$ cat config.mk
export PLATFORM = sky130hd
export DESIGN_NAME = tse_editor
export DESIGN_NICKNAME = d
export VERILOG_FILES = /design/src/logic/tse_pkg.sv /design/src/logic/tse_editor.sv
export SDC_FILE = /design/constraint.sdc
export NUM_CORES = 2
export LEC_CHECK = 0
export BUFFER_PORTS_ARGS = -buffer_cell sky130_fd_sc_hd__buf_2
export CORE_AREA = 4 4 396 242
export DETAILED_ROUTE_END_ITERATION = 7
export DIE_AREA = 0 0 400 246
export HOLD_SLACK_MARGIN = 0.08
export PLACE_DENSITY = 0.75
export SYNTH_ARGS = -nofsm -noshare
export SYNTH_HDL_FRONTEND = slang
export SYNTH_SLANG_ARGS = --single-unit
$ cat constraint.sdc
create_clock -name CLK_IN -period 16.7 [get_ports CLK_IN]
set_input_delay 1.67 -clock CLK_IN [delete_from_list [all_inputs] [get_ports CLK_IN]]
set_output_delay 1.67 -clock CLK_IN [all_outputs]
set_load 0.005 [all_outputs]
$ cat src/logic/tse_pkg.sv
// constants and types for the trimming sequence editor
// Overview of operation
// [RULE_01] store key plus A enters parameter change
// [RULE_02] key B enters group B item one
// [RULE_03] A and B step item number
// [RULE_04] C at item 55 blinks sequence indicator
// [RULE_05] second C shows start value 80
// [RULE_06] A and B change current byte
// [RULE_07] C and D move location, show byte
// [RULE_08] store key writes edited sequence
// [RULE_09] location index is never displayed
// [RULE_10] key E leaves edit, saves all
// [RULE_11] entry is command byte plus data
// [RULE_12] program holds at most 64 bytes
// [RULE_13] count stitch command carries speed, count
// [RULE_14] data field holds zero to three bytes
// [RULE_15] sequences open with 08, close 00
// [RULE_16] selection setting picks sequence, default 0
// [RULE_17] interpreter runs commands until end code
// [RULE_18] location index stops at area end
package tse_pkg;
  localparam int PROG_BYTES = 64;
  localparam int IDX_W = 6;
  localparam int ITEM_W = 7;
  localparam logic [ITEM_W-1:0] ITEM_FIRST = 7'h01;
  localparam logic [ITEM_W-1:0] ITEM_MAX = 7'h63;
  localparam logic [ITEM_W-1:0] ITEM_SEQ = 7'h37;
  localparam logic [7:0] CODE_SEQ_START = 8'h08;
  localparam logic [7:0] CODE_SEQ_END = 8'h00;
  localparam logic [7:0] CODE_FIRST_SHOWN = 8'h80;
  localparam logic [7:0] CODE_POS_STOP = 8'hCE;
  localparam logic [7:0] CODE_OUT_LO = 8'h81;
  localparam logic [7:0] CODE_OUT_HI = 8'hAB;
  localparam logic [7:0] CODE_DLY_LO = 8'hB0;
  localparam logic [7:0] CODE_DLY_HI = 8'hB3;
  localparam logic [7:0] CODE_GENERAL = 8'hF3;
  // display modes
  typedef enum logic [2:0] {
    DISP_IDLE, DISP_EDIT_ENABLE, DISP_ITEM, DISP_SEQ_BLINK, DISP_VALUE
  } tse_disp_t;
  // data bytes per command
  function automatic logic [1:0] data_count(input logic [7:0] c);
    if (c == CODE_POS_STOP) return 2'd2;
    if (c >= CODE_DLY_LO && c <= CODE_DLY_HI) return 2'd1;
    return 2'd0;
  endfunction
endpackage

$ cat src/logic/tse_editor.sv
// trimming sequence editor and interpreter
`timescale 1ns/1ps
module tse_editor #(
  parameter int DEPTH = tse_pkg::PROG_BYTES
) (
  input wire logic CLK_IN,
  input wire logic RESETN_IN,
  input wire logic KEY_A_IN,
  input wire logic KEY_B_IN,
  input wire logic KEY_C_IN,
  input wire logic KEY_D_IN,
  input wire logic KEY_E_IN,
  input wire logic KEY_STORE_IN,
  input wire logic [3:0] SEQ_SELECT_IN,
  input wire logic RUN_IN,
  output logic [2:0] DISP_MODE_OUT,
  output logic [7:0] DISP_VALUE_OUT,
  output logic [6:0] DISP_ITEM_OUT,
  output logic SAVE_OUT,
  output logic CMD_VALID_OUT,
  output logic [7:0] CMD_CODE_OUT,
  output logic [7:0] CMD_DATA1_OUT,
  output logic [7:0] CMD_DATA2_OUT,
  output logic [7:0] CMD_DATA3_OUT,
  output logic RUN_DONE_OUT
);
  import tse_pkg::*;

  // elaboration checks: the index and program widths are fixed
  if (DEPTH != PROG_BYTES) begin : g_bad_depth
    $error("DEPTH must equal PROG_BYTES");
  end
  if ((1 << IDX_W) < DEPTH) begin : g_bad_index
    $error("IDX_W too narrow for DEPTH");
  end

  typedef enum logic [2:0] {
    ST_IDLE, ST_ENABLE, ST_ITEM, ST_SEQ, ST_EDIT
  } tse_state_t;
  typedef enum logic [1:0] {RN_IDLE, RN_SEEK, RN_CMD, RN_DATA} tse_run_t;

  // step a location or program counter by one
  function automatic logic [IDX_W-1:0] step_loc(input logic [IDX_W-1:0] v);
    return v + IDX_W'(1);
  endfunction

  // default program: shown start value, one sequence, then end codes
  function automatic logic [7:0] default_byte(input int idx);
    unique case (idx)
      0: return CODE_FIRST_SHOWN; // [RULE_05]
      1: return CODE_SEQ_START; // [RULE_15]
      2: return CODE_GENERAL;
      default: return CODE_SEQ_END;
    endcase
  endfunction

  // two-stage key synchronisers with a third stage for edge detection
  logic [5:0] k_s1_q;
  logic [5:0] k_s2_q;
  logic [5:0] k_prev_q;
  always_ff @(posedge CLK_IN or negedge RESETN_IN) begin
    if (!RESETN_IN) begin
      k_s1_q <= '0;
      k_s2_q <= '0;
      k_prev_q <= '0;
    end else begin
      k_s1_q <= {KEY_STORE_IN, KEY_E_IN, KEY_D_IN, KEY_C_IN, KEY_B_IN,
                 KEY_A_IN};
      k_s2_q <= k_s1_q;
      k_prev_q <= k_s2_q;
    end
  end

  // selection synchroniser; the level must be steady before a run starts
  logic [3:0] sel_s1_q;
  logic [3:0] sel_s2_q;
  always_ff @(posedge CLK_IN or negedge RESETN_IN) begin
    if (!RESETN_IN) begin
      sel_s1_q <= '0;
      sel_s2_q <= '0;
    end else begin
      sel_s1_q <= SEQ_SELECT_IN;
      sel_s2_q <= sel_s1_q;
    end
  end

  // run request synchroniser; low reset value matches the idle pin
  logic run_s1_q;
  logic run_s2_q;
  logic run_prev_q;
  always_ff @(posedge CLK_IN or negedge RESETN_IN) begin
    if (!RESETN_IN) begin
      run_s1_q <= 1'b0;
      run_s2_q <= 1'b0;
      run_prev_q <= 1'b0;
    end else begin
      run_s1_q <= RUN_IN;
      run_s2_q <= run_s1_q;
      run_prev_q <= run_s2_q;
    end
  end

  logic [5:0] press;
  assign press = k_s2_q & ~k_prev_q;
  logic combo;
  assign combo = k_s2_q[5] & k_s2_q[0] & (press[5] | press[0]);
  logic run_go;
  assign run_go = run_s2_q & ~run_prev_q;

  // working copy and stored program
  logic [7:0] work_mem [DEPTH];
  logic [7:0] store_mem [DEPTH];
  tse_state_t st_q;
  logic [ITEM_W-1:0] item_q;
  logic [IDX_W-1:0] loc_q;
  logic save_q;

  // menu state machine
  always_ff @(posedge CLK_IN or negedge RESETN_IN) begin
    if (!RESETN_IN) begin
      st_q <= ST_IDLE;
      item_q <= ITEM_FIRST;
      loc_q <= '0;
      save_q <= 1'b0;
    end else begin
      save_q <= 1'b0;
      unique case (st_q)
        ST_IDLE: begin
          if (combo) st_q <= ST_ENABLE; // [RULE_01]
        end
        ST_ENABLE: begin
          if (press[1]) begin
            st_q <= ST_ITEM; // [RULE_02]
            item_q <= ITEM_FIRST;
          end
        end
        ST_ITEM: begin
          if (press[0] && item_q != ITEM_MAX)
            item_q <= item_q + 7'h01; // [RULE_03]
          else if (press[1] && item_q != ITEM_FIRST)
            item_q <= item_q - 7'h01; // [RULE_03]
          else if (press[2] && item_q == ITEM_SEQ)
            st_q <= ST_SEQ; // [RULE_04]
        end
        ST_SEQ: begin
          if (press[2]) begin
            st_q <= ST_EDIT; // [RULE_05]
            loc_q <= '0;
          end
        end
        ST_EDIT: begin
          if (press[2] && loc_q != IDX_W'(DEPTH - 1))
            loc_q <= step_loc(loc_q); // [RULE_07] [RULE_18]
          else if (press[3] && loc_q != '0)
            loc_q <= loc_q - 6'h01; // [RULE_07]
          else if (press[5]) begin
            save_q <= 1'b1; // [RULE_08]
          end else if (press[4]) begin
            save_q <= 1'b1; // [RULE_10]
            st_q <= ST_ENABLE;
          end
        end
      endcase
    end
  end

  // loaded flag: low after reset, so the default program is written
  // into both copies; a reset therefore also drops any stored edits
  logic loaded_q;
  always_ff @(posedge CLK_IN or negedge RESETN_IN) begin
    if (!RESETN_IN) loaded_q <= 1'b0;
    else loaded_q <= 1'b1;
  end

  // working copy edit and commit to store, one writer for each array
  always_ff @(posedge CLK_IN) begin
    if (!loaded_q) begin
      for (int i = 0; i < DEPTH; i++) begin
        work_mem[i] <= default_byte(i);
        store_mem[i] <= default_byte(i);
      end
    end else begin
      if (st_q == ST_EDIT && press[0])
        work_mem[loc_q] <= work_mem[loc_q] + 8'h01; // [RULE_06]
      else if (st_q == ST_EDIT && press[1])
        work_mem[loc_q] <= work_mem[loc_q] - 8'h01; // [RULE_06]
      if (save_q) begin
        for (int i = 0; i < DEPTH; i++) begin
          store_mem[i] <= work_mem[i]; // [RULE_10]
        end
      end
    end
  end

  // save pulse follows the menu one cycle later
  always_ff @(posedge CLK_IN or negedge RESETN_IN) begin
    if (!RESETN_IN) begin
      SAVE_OUT <= 1'b0;
    end else begin
      SAVE_OUT <= save_q;
    end
  end

  // group B item number as shown
  always_ff @(posedge CLK_IN or negedge RESETN_IN) begin
    if (!RESETN_IN) begin
      DISP_ITEM_OUT <= 7'h00;
    end else begin
      DISP_ITEM_OUT <= item_q;
    end
  end

  // shown byte: only the value, never the location index
  always_ff @(posedge CLK_IN or negedge RESETN_IN) begin
    if (!RESETN_IN) begin
      DISP_VALUE_OUT <= 8'h00;
    end else begin
      DISP_VALUE_OUT <= (st_q == ST_EDIT) ?
                        work_mem[loc_q] : 8'h00; // [RULE_09]
    end
  end

  // display mode follows the menu state one cycle later
  always_ff @(posedge CLK_IN or negedge RESETN_IN) begin
    if (!RESETN_IN) begin
      DISP_MODE_OUT <= DISP_IDLE;
    end else begin
      unique case (st_q)
        ST_IDLE: DISP_MODE_OUT <= DISP_IDLE;
        ST_ENABLE: DISP_MODE_OUT <= DISP_EDIT_ENABLE; // [RULE_01]
        ST_ITEM: DISP_MODE_OUT <= DISP_ITEM;
        ST_SEQ: DISP_MODE_OUT <= DISP_SEQ_BLINK; // [RULE_04]
        ST_EDIT: DISP_MODE_OUT <= DISP_VALUE;
      endcase
    end
  end

  // interpreter over stored program
  tse_run_t rn_q;
  logic [IDX_W-1:0] pc_q;
  logic [3:0] seen_q;
  logic [1:0] need_q, got_q;
  logic [7:0] byte_now;
  logic at_end;
  assign byte_now = store_mem[pc_q];
  assign at_end = (pc_q == IDX_W'(DEPTH - 1)); // [RULE_12]
  always_ff @(posedge CLK_IN or negedge RESETN_IN) begin
    if (!RESETN_IN) begin
      rn_q <= RN_IDLE;
      pc_q <= '0;
      seen_q <= '0;
      need_q <= '0;
      got_q <= '0;
      CMD_VALID_OUT <= 1'b0;
      CMD_CODE_OUT <= 8'h00;
      CMD_DATA1_OUT <= 8'h00;
      CMD_DATA2_OUT <= 8'h00;
      CMD_DATA3_OUT <= 8'h00;
      RUN_DONE_OUT <= 1'b0;
    end else begin
      CMD_VALID_OUT <= 1'b0;
      RUN_DONE_OUT <= 1'b0;
      unique case (rn_q)
        RN_IDLE: begin
          if (run_go) begin
            rn_q <= RN_SEEK;
            pc_q <= '0;
            seen_q <= '0;
          end
        end
        RN_SEEK: begin
          if (byte_now == CODE_SEQ_START && seen_q == sel_s2_q) begin
            rn_q <= RN_CMD; // [RULE_16]
          end else if (at_end) begin
            rn_q <= RN_IDLE;
            RUN_DONE_OUT <= 1'b1;
          end
          if (byte_now == CODE_SEQ_START) seen_q <= seen_q + 4'h1; // [RULE_15]
          if (!at_end) pc_q <= pc_q + 6'h01;
        end
        RN_CMD: begin
          if (byte_now == CODE_SEQ_END || at_end) begin
            rn_q <= RN_IDLE; // [RULE_17]
            RUN_DONE_OUT <= 1'b1;
          end else begin
            CMD_CODE_OUT <= byte_now; // [RULE_11]
            CMD_DATA1_OUT <= 8'h00;
            CMD_DATA2_OUT <= 8'h00;
            CMD_DATA3_OUT <= 8'h00;
            need_q <= data_count(byte_now); // [RULE_13] [RULE_14]
            got_q <= '0;
            pc_q <= step_loc(pc_q);
            if (data_count(byte_now) == 2'd0) CMD_VALID_OUT <= 1'b1;
            else rn_q <= RN_DATA;
          end
        end
        RN_DATA: begin
          unique case (got_q)
            2'd0: CMD_DATA1_OUT <= byte_now; // [RULE_14]
            2'd1: CMD_DATA2_OUT <= byte_now;
            default: CMD_DATA3_OUT <= byte_now;
          endcase
          got_q <= got_q + 2'd1;
          if (got_q + 2'd1 == need_q || at_end) begin
            CMD_VALID_OUT <= 1'b1; // [RULE_17]
            rn_q <= at_end ? RN_IDLE : RN_CMD;
            RUN_DONE_OUT <= at_end;
          end
          if (!at_end) pc_q <= pc_q + 6'h01;
        end
      endcase
    end
  end
endmodule

==> results.cfg <==
[sta]
max_freq_mhz = 133.7
min_period_over_period_pct = 44.78
setup_slack_ns = 9.222
finalHoldViolations = 0
fin_worst_skew_ns = 0.03206
max_slew_margin_pct = 7.837
setup_viol = 0
fin_hold_ws_ns = 0.3483
post-route-min-period_ns = 7.478
drv_slew = 0
tightest_slew_ns = 1.382
rsz0062_at_grt = no
fin_tns_setup_ns = 0

[clock_tree]
cts_setup_buffers = 0
cts_buffers = 98
cts.sinks = 1140
cts_tree = done
clkTransAtPathRegs_ns = 0.07
clockRootBuffer = clkbuf_16
h-tree-depth = 3
cts_resized = 0
clock_latency_ns = 0.71
cts_buffer_depth = 3
hold_buffers = 0

[power_and_ir_drop]
p_leak_nw = 20.99
power_density_nw_per_um2 = 173.7
worst_ir_drop_vdd_mv = 0.2279

[yosys]
async_flop_share_pct = 10.18
synth-edff-count = 1024
yosysSeqAreaShare_pct = 67.04
syn_area_sq_um = 50200
synth-seq-cells = 1140
synthesis.nets = 3702
synth_ff_type = edfxtp_1
synth_cells = 3670
yosysWarnings = 0
post_synth_num_cell_types = 81
synth.avg_cell_area_sq_um = 13.68

[detailed_routing]
drc = 0
vias = 33590
wirelength_mm = 157.0
drt_iter0_markers = 6536
routed_via_density = 6.780
drt_first_pass_iters = 6
avgRoutedWirePerCell_microns = 31.70
ant_nets = 0

[floorplanning]
core_sq_um = 91570
die-area_sq_um = 98400
start_util_pct = 54.82
die_h_microns = 246
rows = 86
ios = 66
die_w_microns = 400

[hold_path]
hp-start = k_s1_q[4]$_DFF_PN0_
hold_path_class = flip-flop to flip-flop

[critical_path]
startpoint = loc_q[0]$_DFFE_PN0P_
path_cells = buf_4 -> buf_4 -> inv_1 -> buf_4 -> a221o_1 -> a222oi_1 -> o22ai_1 -> or3_2 -> buf_4 -> inv_1 -> fa_2 -> nor2b_1 -> o21ai_0 -> nand2b_1 -> a21o_1 -> a21oi_1 -> xor2_4 -> buf_4 -> nor2_1
critPathTopFamily = buffers and inverters
cpMaxStageDelayCell = a222oi_1
startpoint_type = flip-flop
cp.required_ns = 17.14
cp.arrival_ns = 7.91
critPathBufInv = 7
end_kind = flip-flop
path_class = flip-flop to flip-flop
crit_top_cell = buf_4
critPathMaxStageDelay_ns = 0.77
cp_max_fo = 65
timing.rr.start = loc_q[0]$_DFFE_PN0P_

[layout]
fin_nets = 3672
stdcell_count = 4954
final_cell_mix = edfxtp_1 (1024), nor2_1 (564), and3_1 (268), and2_1 (255), nand2_1 (235)
syn2layout_area_growth_pct = 9.357
mostFrequentLayoutCell = edfxtp_1
drive_above_1_share_pct = 13.87
fillCellCount = 6880
postLayoutCoreUtil_pct = 59.95

[global_routing]
grt_pass1_wl_mm = 224.3
antenna_found_initial = 5
grt_use_total_pct = 31.77
grt_max_degree = 179
overflow = 0
grt_pass1_vias = 31420

[placed_design]
dp_slack_ns = 9.661
place_congestion = 1.028
portBuffers = 65
hpwl_mm = 101.4
place_inst = 4772

[outcome]
status = finished, final reports clean

[flow_run]
cap_viol_max_count = 0
==> sequential cells by signal, summed over array words and instances (netlist names), 8 cells and up <==
| signal | flops |
|---|---|
| CMD_CODE_OUT | 8 |
| CMD_DATA1_OUT | 8 |
| CMD_DATA2_OUT | 8 |
| CMD_DATA3_OUT | 8 |
| DISP_VALUE_OUT | 8 |
| store_mem | 512 |
| work_mem | 512 |
==> worst paths after layout <==
path,to,slack (ns),cells after the start
worst min register to register,k_s2_q[4]$_DFF_PN0_,0.35,0
worst max-delay path,work_mem[16][6]$_SDFFCE_PN0P_,9.22,19
worst max register to register,work_mem[16][6]$_SDFFCE_PN0P_,9.22,19
max in group asynchronous,save_q$_DFF_PN0_,14.38,2
worst min-delay path,k_s2_q[4]$_DFF_PN0_,0.35,0
min in group asynchronous,DISP_VALUE_OUT[1]$_DFF_PN0_,1.03,1
==> cell usage after synthesis, drive strengths merged, types with 14 or more instances <==
cell type | count | area share [%]
buf | 73 | 0.86
nand4 | 21 | 0.26
nor2b | 23 | 0.29
clkbuf | 205 | 1.5
and2 | 258 | 3.2
dfrtp | 115 | 5.7
nand2b | 14 | 0.17
a22o | 28 | 0.49
o21ai | 47 | 0.47
nor3 | 16 | 0.16
inv | 29 | 0.22
and3 | 269 | 3.4
nor2 | 567 | 4.2
mux4 | 124 | 5.7
a31oi | 16 | 0.20
mux2 | 70 | 1.6
a21oi | 56 | 0.56
ha | 17 | 0.42
a221oi | 49 | 0.87
mux2i | 79 | 1.6
nand2 | 235 | 1.8
edfxtp | 1024 | 61
a22oi | 126 | 1.9
nand3 | 38 | 0.38
==> metrics by stage <==
step,total power (W),cell area (sq um)
6_report,0.009536,54890
5_1_grt,0.009727,54890
4_1_cts,0.009333,54890
3_5_place_dp,0.007046,51690
3_3_place_gp,0.006996,51690
2_1_floorplan,0.005577,50200
==> cell type report <==
| type | instances | area, sq um | share of cell area, % |
|---|---|---|---|
| Antenna cell | 2 | 5.005 | 0.009117 |
| Sequential cell | 1140 | 33680 | 61.35 |
| Timing Repair Buffer | 148 | 992.2 | 1.807 |
| Clock buffer | 122 | 2689 | 4.898 |
| Clock inverter | 58 | 509.2 | 0.9277 |
| Multi-Input combinational cell | 2222 | 15370 | 28.00 |
| Inverter | 30 | 112.6 | 0.2051 |
| Tap cell | 1232 | 1541 | 2.808 |
==> worst reg2reg max path: cells and delay by family (launching register included) <==
family | cells | cell delay [ns]
AOI/OAI and AO/OA | 6 | 2.01
buffers and inverters | 7 | 2.71
DFF | 1 | 0.65
and+or+nand+nor | 4 | 0.80
adders and majority gates | 1 | 0.29
xor gates and xnor gates | 1 | 0.75
==> cells by family (layout without fill, tap and decap cells) <==
kind of cell / after synthesis / after routing / share of synthesized area (%)
AO/OA/AOI/OAI: 419 / 419 / 6.104
XOR/XNOR: 17 / 17 / 0.2966
adder cells (fa/ha/maj): 19 / 19 / 0.5035
buffers and inverters: 308 / 358 / 2.615
flip-flops: 1140 / 1140 / 67.04
multiplexers: 273 / 273 / 8.836
other: 1 / 3 / 0.007471
AND/OR/NAND/NOR: 1493 / 1493 / 14.59
==> where the power goes <==
part           internal, W  switching (W)
clock network      0.00128        0.00106
registers          0.00327       0.000181
logic             0.000944        0.00280
==> routing by layer <==
layer | vias to the layer above | wire (microns) | GRT usage, %
li1 | 13640 | - | -
met4 | 4 | 5639 | 9.614
met3 | 402 | 30460 | 16.15
met1 | 16570 | 58850 | 46.00
met5 | - | 21 | 0
met2 | 2975 | 62050 | 41.70
No activity file was read; power rests on OpenSTA's default activity.
